==> config.mk <==
export PLATFORM = sky130hd
export DESIGN_NAME = uhrd_run_debug_status
export DESIGN_NICKNAME = d
export VERILOG_FILES = /design/src/rtl/uhrd_pkg.sv /design/src/rtl/uhrd_run_debug_status.sv /design/src/rtl/uhrd_frame_timer.sv
export VERILOG_INCLUDE_DIRS = /design/src /design/src/rtl
export SDC_FILE = /design/constraint.sdc
export NUM_CORES = 1
export LEC_CHECK = 0
export ABC_AREA = 1
export BUFFER_PORTS_ARGS = -buffer_cell sky130_fd_sc_hd__buf_2
export CAP_MARGIN = 40
export CORE_ASPECT_RATIO = 0.7
export CORE_MARGIN = 8
export CORE_UTILIZATION = 30
export CTS_CLUSTER_DIAMETER = 30
export DETAILED_ROUTE_END_ITERATION = 7
export GPL_ROUTABILITY_DRIVEN = 0
export PLACE_DENSITY = 0.45
export SLEW_MARGIN = 40
export SYNTH_ARGS = -nofsm -noshare
export SYNTH_HDL_FRONTEND = slang
export SYNTH_HIERARCHICAL = 1
export SYNTH_SLANG_ARGS = --single-unit
==> constraint.sdc <==
create_clock -name core_clk_i -period 2 [get_ports core_clk_i]
set_input_delay 0.1 -clock core_clk_i [delete_from_list [all_inputs] [get_ports core_clk_i]]
set_output_delay 0.1 -clock core_clk_i [all_outputs]
set_load 0.1 [all_outputs]
==> src/rtl/uhrd_consts.svh <==
// Constants for the run, debug and status block
`ifndef UHRD_CONSTS_SVH
`define UHRD_CONSTS_SVH
`define UHRD_STS_OFFSET     8'h02
`define UHRD_CMD_OFFSET     8'h00
`define UHRD_STS_RESET      16'h0020
`define UHRD_STS_MASK       16'h003F
`define UHRD_CMD_MASK       16'h0029
`define UHRD_BIT_HALT       5
`define UHRD_BIT_PROC_ERR   4
`define UHRD_BIT_SYS_ERR    3
`define UHRD_BIT_RESUME     2
`define UHRD_BIT_USB_ERR    1
`define UHRD_BIT_XFER_IRQ   0
`define UHRD_CMD_RUN        0
`define UHRD_CMD_SUSPEND    3
`define UHRD_CMD_DEBUG      5
`define UHRD_FRAME_US       1000
`define UHRD_CLK_MHZ        200
`define UHRD_FRAME_CYC      (`UHRD_FRAME_US * `UHRD_CLK_MHZ)
`endif

==> src/rtl/uhrd_pkg.sv <==
// Types for the run, debug and status block
package uhrd_pkg;
    typedef enum logic [2:0] {
        UHRD_HALTED  = 3'b000,
        UHRD_WAITSOF = 3'b001,
        UHRD_FETCH   = 3'b011,
        UHRD_EXEC    = 3'b010,
        UHRD_STOPPNG = 3'b110
    } uhrd_state_type;

    typedef struct packed {
        logic active;
        logic complete_irq_request;
        logic short_detect;
        logic short_seen;
        logic error;
        logic last_in_frame;
    } uhrd_td_result_type;
endpackage

==> src/rtl/uhrd_run_debug_status.sv <==
// Run/stop, single-step debug and controller status register
// Operation
// - Debug off, run cleared: finish command, stop, reset frame counter, restart at SOF.
// - Debug off, run set: execute list from SOF until run control clears.
// - Debug on, run cleared: finish command, stop, freeze frame counter, keep status.
// - Debug on, run set: resume; clear run control when an active descriptor completes.
// - Debug stepping skips inactive descriptors, halts after an active one.
// - After last active descriptor of frame, wait SOF, fetch next, then halt.
// - Single-stepped descriptor finishing sets the halted flag, status bit 5.
// - Halted flag set after run cleared and transaction done; set at reset.
// - Status flags clear on writing one; reset value 0020h; no bus status.
// - Consistency failure sets bit 4, clears run control, raises interrupt.
// - Host bus failure sets bit 3, clears run control, raises interrupt.
// - Resume signaling sets bit 2; meaningful only in global suspend.
// - Transaction error sets bit 1; with completion request also bit 0.
// - Completion request or enabled short packet sets bit 0.
// - Run cleared: finish bus transaction first; fatal errors clear run control.
`timescale 1ns/100ps
`include "uhrd_consts.svh"
module uhrd_run_debug_status
    import uhrd_pkg::*;
#(
    parameter int FRAME_CYCLES = `UHRD_FRAME_CYC
) (
    input  wire logic               core_clk_i,
    input  wire logic               arst_n_i,
    input  wire logic [7:0]         io_addr_i,
    input  wire logic               io_wr_i,
    input  wire logic               io_rd_i,
    input  wire logic [15:0]        io_wdata_i,
    output logic      [15:0]        io_rdata_o,
    input  wire logic               td_valid_i,
    input  wire uhrd_td_result_type td_result_i,
    input  wire logic               consist_err_i,
    input  wire logic               host_bus_err_i,
    input  wire logic               resume_pin_i,
    output logic                    td_fetch_o,
    output logic                    sof_o,
    output logic                    irq_o
);
    //////////////////////////////////////////////////////////////////////
    logic [2:0]     resume_sync;
    logic [15:0]    command_register;
    logic [15:0]    controller_status;
    uhrd_state_type state;
    logic [15:0]    next_command;
    logic [15:0]    next_status;
    uhrd_state_type next_state;
    logic           frame_clear;
    logic           frame_run;
    logic           sof_pulse;
    logic           run_control_bit;
    logic           single_step_debug;
    logic           resume_rise;
    logic           cmd_wr;
    logic           sts_wr;
    logic           td_done;
    logic           step_wrap;
    logic           next_step_wrap;

    assign run_control_bit   = command_register[`UHRD_CMD_RUN];
    assign single_step_debug = command_register[`UHRD_CMD_DEBUG];
    assign resume_rise       = resume_sync[1] & ~resume_sync[2];
    assign cmd_wr = io_wr_i && (io_addr_i == `UHRD_CMD_OFFSET);
    assign sts_wr = io_wr_i && (io_addr_i == `UHRD_STS_OFFSET);
    assign td_done = (state == UHRD_EXEC) && td_valid_i;
    assign td_fetch_o = (state == UHRD_FETCH);
    assign sof_o = sof_pulse;

    // Frame counter: reset when stopped outside debug, frozen in debug
    assign frame_clear = (state == UHRD_HALTED) && !single_step_debug;
    assign frame_run   = (state != UHRD_HALTED);

    uhrd_frame_timer #(
        .FRAME_CYCLES (FRAME_CYCLES)
    ) u_frame (
        .core_clk_i (core_clk_i),
        .arst_n_i   (arst_n_i),
        .clear_i    (frame_clear),
        .count_en_i (frame_run),
        .sof_o      (sof_pulse)
    );

    //////////////////////////////////////////////////////////////////////
    // Schedule sequencer
    always_comb begin
        next_state     = state;
        next_command   = command_register;
        next_step_wrap = step_wrap;
        if (cmd_wr) begin
            next_command = io_wdata_i & `UHRD_CMD_MASK;
        end
        if (consist_err_i || host_bus_err_i) begin
            next_command[`UHRD_CMD_RUN] = 1'b0;
        end
        case (state)
            UHRD_HALTED: begin
                if (run_control_bit) begin
                    // Debug resumes mid-frame, normal restarts at SOF
                    next_state = single_step_debug ? UHRD_FETCH : UHRD_WAITSOF;
                end
            end
            UHRD_WAITSOF: begin
                if (step_wrap) begin
                    if (sof_pulse) begin
                        next_state = UHRD_FETCH;
                    end
                end else if (!run_control_bit) begin
                    // Every stop passes STOPPNG so the halted flag is raised
                    next_state = UHRD_STOPPNG;
                end else if (sof_pulse) begin
                    next_state = UHRD_FETCH;
                end
            end
            UHRD_FETCH: begin
                if (step_wrap) begin
                    next_state     = UHRD_STOPPNG;
                    next_step_wrap = 1'b0;
                end else if (!run_control_bit && !single_step_debug) begin
                    next_state = UHRD_STOPPNG;
                end else begin
                    next_state = UHRD_EXEC;
                end
            end
            UHRD_EXEC: begin
                if (td_valid_i) begin
                    if (single_step_debug && td_result_i.active) begin
                        next_command[`UHRD_CMD_RUN] = 1'b0;
                    end
                    if (single_step_debug && td_result_i.active
                        && td_result_i.last_in_frame) begin
                        // Last active step of a frame halts only after the next fetch
                        next_state     = UHRD_WAITSOF;
                        next_step_wrap = 1'b1;
                    end else if (!run_control_bit
                        || (single_step_debug && td_result_i.active)) begin
                        next_state = UHRD_STOPPNG;
                    end else if (td_result_i.last_in_frame) begin
                        next_state = UHRD_WAITSOF;
                    end else begin
                        next_state = UHRD_FETCH;
                    end
                end
            end
            UHRD_STOPPNG: begin
                next_state = UHRD_HALTED;
            end
            default: begin
                next_state = UHRD_HALTED;
            end
        endcase
    end

    //////////////////////////////////////////////////////////////////////
    // Controller status, write one to clear, set wins over clear
    always_comb begin
        next_status = controller_status;
        if (sts_wr) begin
            next_status = controller_status & ~(io_wdata_i & `UHRD_STS_MASK);
        end
        if (state == UHRD_STOPPNG) begin
            next_status[`UHRD_BIT_HALT] = 1'b1;
        end
        if (consist_err_i) begin
            next_status[`UHRD_BIT_PROC_ERR] = 1'b1;
        end
        if (host_bus_err_i) begin
            next_status[`UHRD_BIT_SYS_ERR] = 1'b1;
        end
        if (resume_rise && command_register[`UHRD_CMD_SUSPEND]) begin
            next_status[`UHRD_BIT_RESUME] = 1'b1;
        end
        if (td_done && td_result_i.error) begin
            next_status[`UHRD_BIT_USB_ERR] = 1'b1;
        end
        if (td_done && (td_result_i.complete_irq_request
            || (td_result_i.short_detect && td_result_i.short_seen))) begin
            next_status[`UHRD_BIT_XFER_IRQ] = 1'b1;
        end
    end

    always_ff @(posedge core_clk_i or negedge arst_n_i) begin
        if (!arst_n_i) begin
            state             <= UHRD_HALTED;
            command_register  <= '0;
            controller_status <= `UHRD_STS_RESET;
            resume_sync       <= '0;
            step_wrap         <= 1'b0;
        end else begin
            state             <= next_state;
            command_register  <= next_command;
            controller_status <= next_status;
            resume_sync       <= {resume_sync[1:0], resume_pin_i};
            step_wrap         <= next_step_wrap;
        end
    end

    //////////////////////////////////////////////////////////////////////
    // Register read, reserved bits read zero
    always_ff @(posedge core_clk_i or negedge arst_n_i) begin
        if (!arst_n_i) begin
            io_rdata_o <= '0;
            irq_o      <= 1'b0;
        end else begin
            irq_o <= controller_status[`UHRD_BIT_PROC_ERR]
                   | controller_status[`UHRD_BIT_SYS_ERR];
            if (io_rd_i && (io_addr_i == `UHRD_STS_OFFSET)) begin
                io_rdata_o <= controller_status & `UHRD_STS_MASK;
            end else if (io_rd_i && (io_addr_i == `UHRD_CMD_OFFSET)) begin
                io_rdata_o <= command_register;
            end else begin
                io_rdata_o <= '0;
            end
        end
    end
endmodule // uhrd_run_debug_status

==> src/rtl/uhrd_frame_timer.sv <==
// Frame timer: counts the 1 ms frame, can be reset or frozen
`timescale 1ns/100ps
`include "uhrd_consts.svh"
module uhrd_frame_timer
    import uhrd_pkg::*;
#(
    parameter int FRAME_CYCLES = `UHRD_FRAME_CYC
) (
    input  wire logic core_clk_i,
    input  wire logic arst_n_i,
    input  wire logic clear_i,
    input  wire logic count_en_i,
    output logic      sof_o
);
    logic [31:0] count;
    logic [31:0] next_count;
    logic        next_sof;

    always_comb begin
        next_count = count;
        next_sof   = 1'b0;
        if (clear_i) begin
            next_count = '0;
        end else if (count_en_i) begin
            if (count == 32'(FRAME_CYCLES - 1)) begin
                next_count = '0;
                next_sof   = 1'b1;
            end else begin
                next_count = count + 32'h1;
            end
        end
    end

    always_ff @(posedge core_clk_i or negedge arst_n_i) begin
        if (!arst_n_i) begin
            count <= '0;
            sof_o <= 1'b0;
        end else begin
            count <= next_count;
            sof_o <= next_sof;
        end
    end
endmodule // uhrd_frame_timer

After elaboration in Yosys (flattened, before gate mapping)
Cells that the tools add are included.
{ "classes": {"add_sub_neg": 1, "eq_ne": 9, "muxes": 35, "bitwise_logic": 5, "reduce_logical": 31} }
{ "ops": {"columns": ["operator", "count"], "rows": [
  ["two-way mux 32 bit", 3],
  ["adder 32 x 1 -> 32 bit (second input constant)", 1],
  ["equality test 32 x 18 -> 1 bit (second input constant)", 1],
  ["two-way mux 3 bit", 9],
  ["two-way mux 6 bit", 3],
  ["bitwise AND 16 bit", 1],
  ["two-way mux 1 bit", 16],
  ["inverter 6 -> 16 bit", 1],
  ["nonzero test 2 bit", 8],
  ["logical AND 1 bit", 13],
  ["case mux 3 bit (4 select lines)", 1],
  ["equality test 8 x 2 -> 1 bit (second input constant)", 1],
  ["zero test 8 bit", 1],
  ["equality test 3 x 2 -> 1 bit (second input constant)", 2],
  ["two-way mux 2 bit", 2],
  ["inequality test 2 bit (second input constant)", 2],
  ["equality test 3 x 1 -> 1 bit (second input constant)", 1],
  ["equality test 3 bit (second input constant)", 1],
  ["zero test 3 bit", 1],
  ["logical OR 1 bit", 3],
  ["AND reduction 3 bit", 1],
  ["nonzero test 3 bit", 1],
  ["zero test 1 bit", 2],
  ["inequality test 2 x 1 -> 1 bit (second input constant)", 1],
  ["other kinds (5)", 5]
]} }
{ "totals": {"regBits": 76, "inputBits": 38, "output_inout_bits": 19, "elab_cells": 97} }

Longest topological paths before layout
{ "logic_depth": {"ltp_word": 7, "ltp_mapped": 11, "mapped_depth_nobuf": 11} }

Hierarchy
Netlist, hierarchy kept.
{ "modules_own_cells": {"columns": ["mod", "n_inst", "cells_each", "area_each_um2", "seq_area_each_um2"], "rows": [
  ["uhrd_frame_timer", 1, 341, 2304.7, 825.8],
  ["uhrd_run_debug_status", 1, 148, 1187.4, 576.8]
]} }

Least setup slack after synthesis
OpenSTA, ideal clock, no wires.
{ "synth_timing": {"kind": "register to register", "startpoint": "reg state[0]", "endpoint": "reg u_frame.count[23]", "setup_time_ps": 71, "arrival_ps": 1606, "required_ps": 1929, "path_slack_ps": 323, "stages_incl_launch_ff": 11, "n_path_buf": 1, "period_less_slack_ps": 1677, "cell_sequence": "dfrtp_1 -> nor2_1 -> nand2_1 -> nor2_1 -> nor2_4 -> inv_2 -> buf_4 -> nand4_1 -> o21ai_1 -> o21ai_1 -> nor2_1"} }
{ "synth_between": {"word_cells_on_any_way": 5, "cone_classes": "mux (1); reduce/logical (4)"} }
{ "synth_lines": {"columns": ["item", "line_no", "source"], "rows": [
  ["from (decl)", "uhrd_run_debug_status.sv:45", "uhrd_state_type state;"],
  ["from (signal assigned)", "uhrd_run_debug_status.sv:190", "state <= next_state;"],
  ["nonzero test 3 bit", "uhrd_run_debug_status.sv:72", "assign frame_run = (state != UHRD_HALTED);"],
  ["named net frame_run", "uhrd_run_debug_status.sv:50", "logic frame_run;"],
  ["nonzero test 2 bit (no line)", null, null],
  ["to (signal assigned)", "uhrd_frame_timer.sv:39", "count <= next_count;"],
  ["to (decl)", "uhrd_frame_timer.sv:15", "logic [31:0] count;"]
]} }
The timed path passes the listed nets, and every way through them passes these cells.
A chain may end at the register's enable or synchronous reset.

Final worst setup path
{ "layout_timing": {"startpoint": "reg state[1]", "endpoint": "reg u_frame.count[26]"} }
The elaborated chain is that of the path after synthesis.

==> impl_summary.md <==
Outcome
The run finished with clean final reports.

Setup path
The largest individual stage delay along the critical path comes from the cell sky130_fd_sc_hd__dfrtp_1. The destination of the critical timing path is u_frame/count[26]. The biggest fanout along the worst timing path is 14. The timing startpoint of the critical path is state[1].

Data on the critical path arrives at its endpoint at 2000 ps. The number of logic stages on the critical path including buffering is 10. The cell class contributing the biggest share of worst-path delay is simple AND/OR/NAND/NOR gates. The class of the most critical setup path is reg -> reg.

The number of cells on the worst reg-to-reg path is 10. The destination of the worst register-to-register timing path is u_frame/count[26]. The worst register-to-register path has a setup slack of 220 ps.

The kind of capture point of the worst setup path is a flop. The beginning of the worst register-to-register path is state[1]. For this run, the slowest stage of the critical path takes ~430 ps.

STA classifies the critical path startpoint as a flop. The critical path goes through nor2_1 -> nand2_1 -> nor2_2 -> nor2_4 -> buf_4 -> nor2_4 -> nand2_2 -> o21bai_2 -> nand2_1 -> nor2_1. The required time of the critical path is 2230 ps. The number of buffers and inverters on the critical path is 1.

Cells and area
The signed area change from the synthesized netlist to the final layout is 15.5%. The share of final-layout standard cells stronger than drive strength 1 is 18.8%. For this run, the share of the core covered by cells in the final layout is between 30% and 40%.

The antenna diode count is 0. The final instance area is slightly above 4000 um^2. After the last flow step, the layout net total stands at 576.

Logic synthesis
The synthesized area per cell is 7.14 um^2. By area the synthesized netlist is led by sky130_fd_sc_hd__dfrtp_1 (39%), sky130_fd_sc_hd__nand2_1 (15%), sky130_fd_sc_hd__nor2_1 (9.8%). The area of the mapped netlist is approximately 3500 um^2. The Yosys step of the flow raised 6 warnings.

The proportion of register bits with asynchronous set or reset after synthesis is 100%. In this run, synthesis inferred 0 flip-flops with an integrated enable. The dominant register cell in the synthesized netlist is sky130_fd_sc_hd__dfrtp_1. Counting instances in the post-synthesis netlist gives the leading cell types as sky130_fd_sc_hd__nand2_1 (139), sky130_fd_sc_hd__nor2_1 (91), sky130_fd_sc_hd__dfrtp_1 (55). The register bit total from synthesis is 56. Synthesis produced 489 cells. The proportion of synthesized chip area in sequential cells is between 40% and 50%. The fraction of post-synthesis cell area in the top cell type by area is between 30% and 40%. The cell with the most instances after synthesis is sky130_fd_sc_hd__nand2_1.

The top cell type by total area after synthesis is sky130_fd_sc_hd__dfrtp_1. The distinct cell type count after synthesis is 31.

Power and ir drop
The peak ir drop on the vdd network is 0.426 mV. The static power due to leakage is around 1.9 nW. For this design the ratio of total power to cell area is 800 nW/um^2.

Die
The area of the placeable core is around 12,000 um^2. Once the floorplan was initialized, standard cells occupied 30.3% of the core. The floorplan step defined a die boundary enclosing 15,400 um^2. The number of placement rows is 33. The die extent in x is 145 um. The vertical die dimension is 106 um.

In this run the count of I/O pins placed on the die edge is 57.

Timing
The total negative slack for setup checks is 0 ps. The number of setup violations in the final report is 0. Derived from the worst setup path, the maximum achievable clock frequency is 563 MHz. The ratio of final minimum period to clock period is 88.9%.

After layout, the minimum clock period comes to 1780 ps. The worst setup margin is around 220 ps. At the pin with the least slew margin, the transition time is 650 ps. The max-slew violation total from the final report is 0.

The worst relative slew slack is between 50 and 60%. The final count of hold timing violations is 0. The post-route clock skew is between 4 and 5 ps. Setup repair after global routing left no endpoint under its margin.

GRT
The via count of the first global-routing pass is 2,981. The first-pass GRT wire length is between 15,000 and 20,000 um. The maximum number of pins on one net before global-route repair is 29. The total global routing overflow is 0. The initial antenna violation count is 0. For this run, the total global-route usage over all layers was measured as 12.3%.

Clock network
The number of buffers created by CTS is 5. The clock insertion delay at the later pin of the skew report is ~300 ps. After clock tree synthesis, the clock-pin slew on the worst setup and hold paths is 70 ps.

TritonCTS built the clock tree. The buffer levels on the longest clock path is 2. The cell at the root of the clock tree is sky130_fd_sc_hd__clkbuf_16.

The H-tree depth reported by CTS is 2. The clock sink count is 56. Buffers added to address setup during post-CTS repair amount to 0.

Route
The total number of vias is 3,065. The routed length per placed instance is 13.0 um. The via-per-instance ratio is 4.41. The number of remaining DRC errors is 0. The violation count after the first detailed-route iteration is 180. For this block, the routed nets add up to 9060 um of wire. In this run the remaining antenna-violating nets after routing total 0. The total iterations of the first detailed-routing run is 4.

Placement
The worst setup slack after placement is 190 ps. The port buffer count is 36. After detailed placement, the total cell area comes to ~3800 um^2. The half-perimeter wire length after detailed placement is 7210 um.

Worst hold path
Counting instances, the worst hold path has a depth of 3. The start point of the worst min-delay path is host_bus_err_i. The worst hold path belongs to the class in -> reg.

Job
Across the run, the number of max-cap violations was 0.
[worst min-delay path, stage by stage]
cell and delay [ps]:
sky130_fd_sc_hd__buf_2 80, sky130_fd_sc_hd__inv_1 50, sky130_fd_sc_hd__nand2_1 60
[worst min path at each step]
stage | endpoint | slack [ps]
after floorplan | command_register[0] | -200
after global placement | step_wrap | 180
after detailed placement | step_wrap | 160
after CTS | controller_status[3] | 8
after global routing | controller_status[3] | 20
final | controller_status[3] | 20
[sequential cells by signal (all words and copies together) (netlist names)]
name	cells
step_wrap	1
command_register	3
u_frame/count	32
state	3
irq_o	1
u_frame/sof_o	1
io_rdata_o	6
controller_status	6
resume_sync	3
[cells in the final DEF (no fill, tap or decap), drive strengths merged]
cell         Yosys  layout
a21oi            4       4
buf             15      45
clkbuf           1       5
clkinv           2       4
conb             1      10
dfrtp           55      55
dfstp            1       1
dlygate4sd3      0       3
ha               1       1
inv             53      54
nand2          154     154
nand3           43      43
nand3b           2       2
nand4           16      16
nor2           109     109
nor3             5       5
o21ai            7       7
o21bai           6       6
xnor2            2       2
xor2            12      12
[where the power goes]
part	total, W	internal [W]	switching, W
Sequential	0.00127	0.00121	0.0000654
Combinational	0.00104	0.000279	0.000759
Clock	0.000913	0.000475	0.000439
[area by class of cell]
| class | count | area (um^2) |
|---|---|---|
| multi-input combinational | 371 | 1800 |
| fill | 1283 | 7490 |
| timing repair buffer | 48 | 278 |
| inverter | 55 | 206 |
| clock buffer | 5 | 125 |
| sequential | 56 | 1400 |
| clock inverter | 3 | 26.3 |
| tap | 157 | 196 |
[what timing repair did]
action                     4_1_cts  5_1_grt
gates resized for setup          0        1
hold buffers                     3        0
setup endpoints to repair        0        3
hold endpoints to repair        27        0
[metrics by stage]
stage          power [W]  hold slack [ps]  cells
2_1_floorplan    0.00209             -196    498
3_3_place_gp     0.00233              179    684
3_5_place_dp     0.00233              162    684
4_1_cts          0.00327             8.14    695
5_1_grt          0.00344             19.9    695
6_report         0.00323             21.7    695
[kinds of logic after synthesis]
family | after synthesis | synth area share (%)
xor+xnor | 14 | 3.51
flops | 56 | 40.2
other cells | 1 | 0.107
simple gates | 329 | 43.2
buf+inv | 71 | 9.39
compound gates | 17 | 3.30
fa+ha+maj | 1 | 0.358
[routing by layer]
layer	vias to the layer above	global-route usage [%]	wire length (um)	part of all wire, %
li1	1604	-	-	-
met1	1414	18.8	5130	57
met2	42	17.1	3550	39
met3	5	2.76	339	3.7
met4	0	2.47	50	0.55
met5	-	0	0	0
Power figures use the tool's default switching activity.
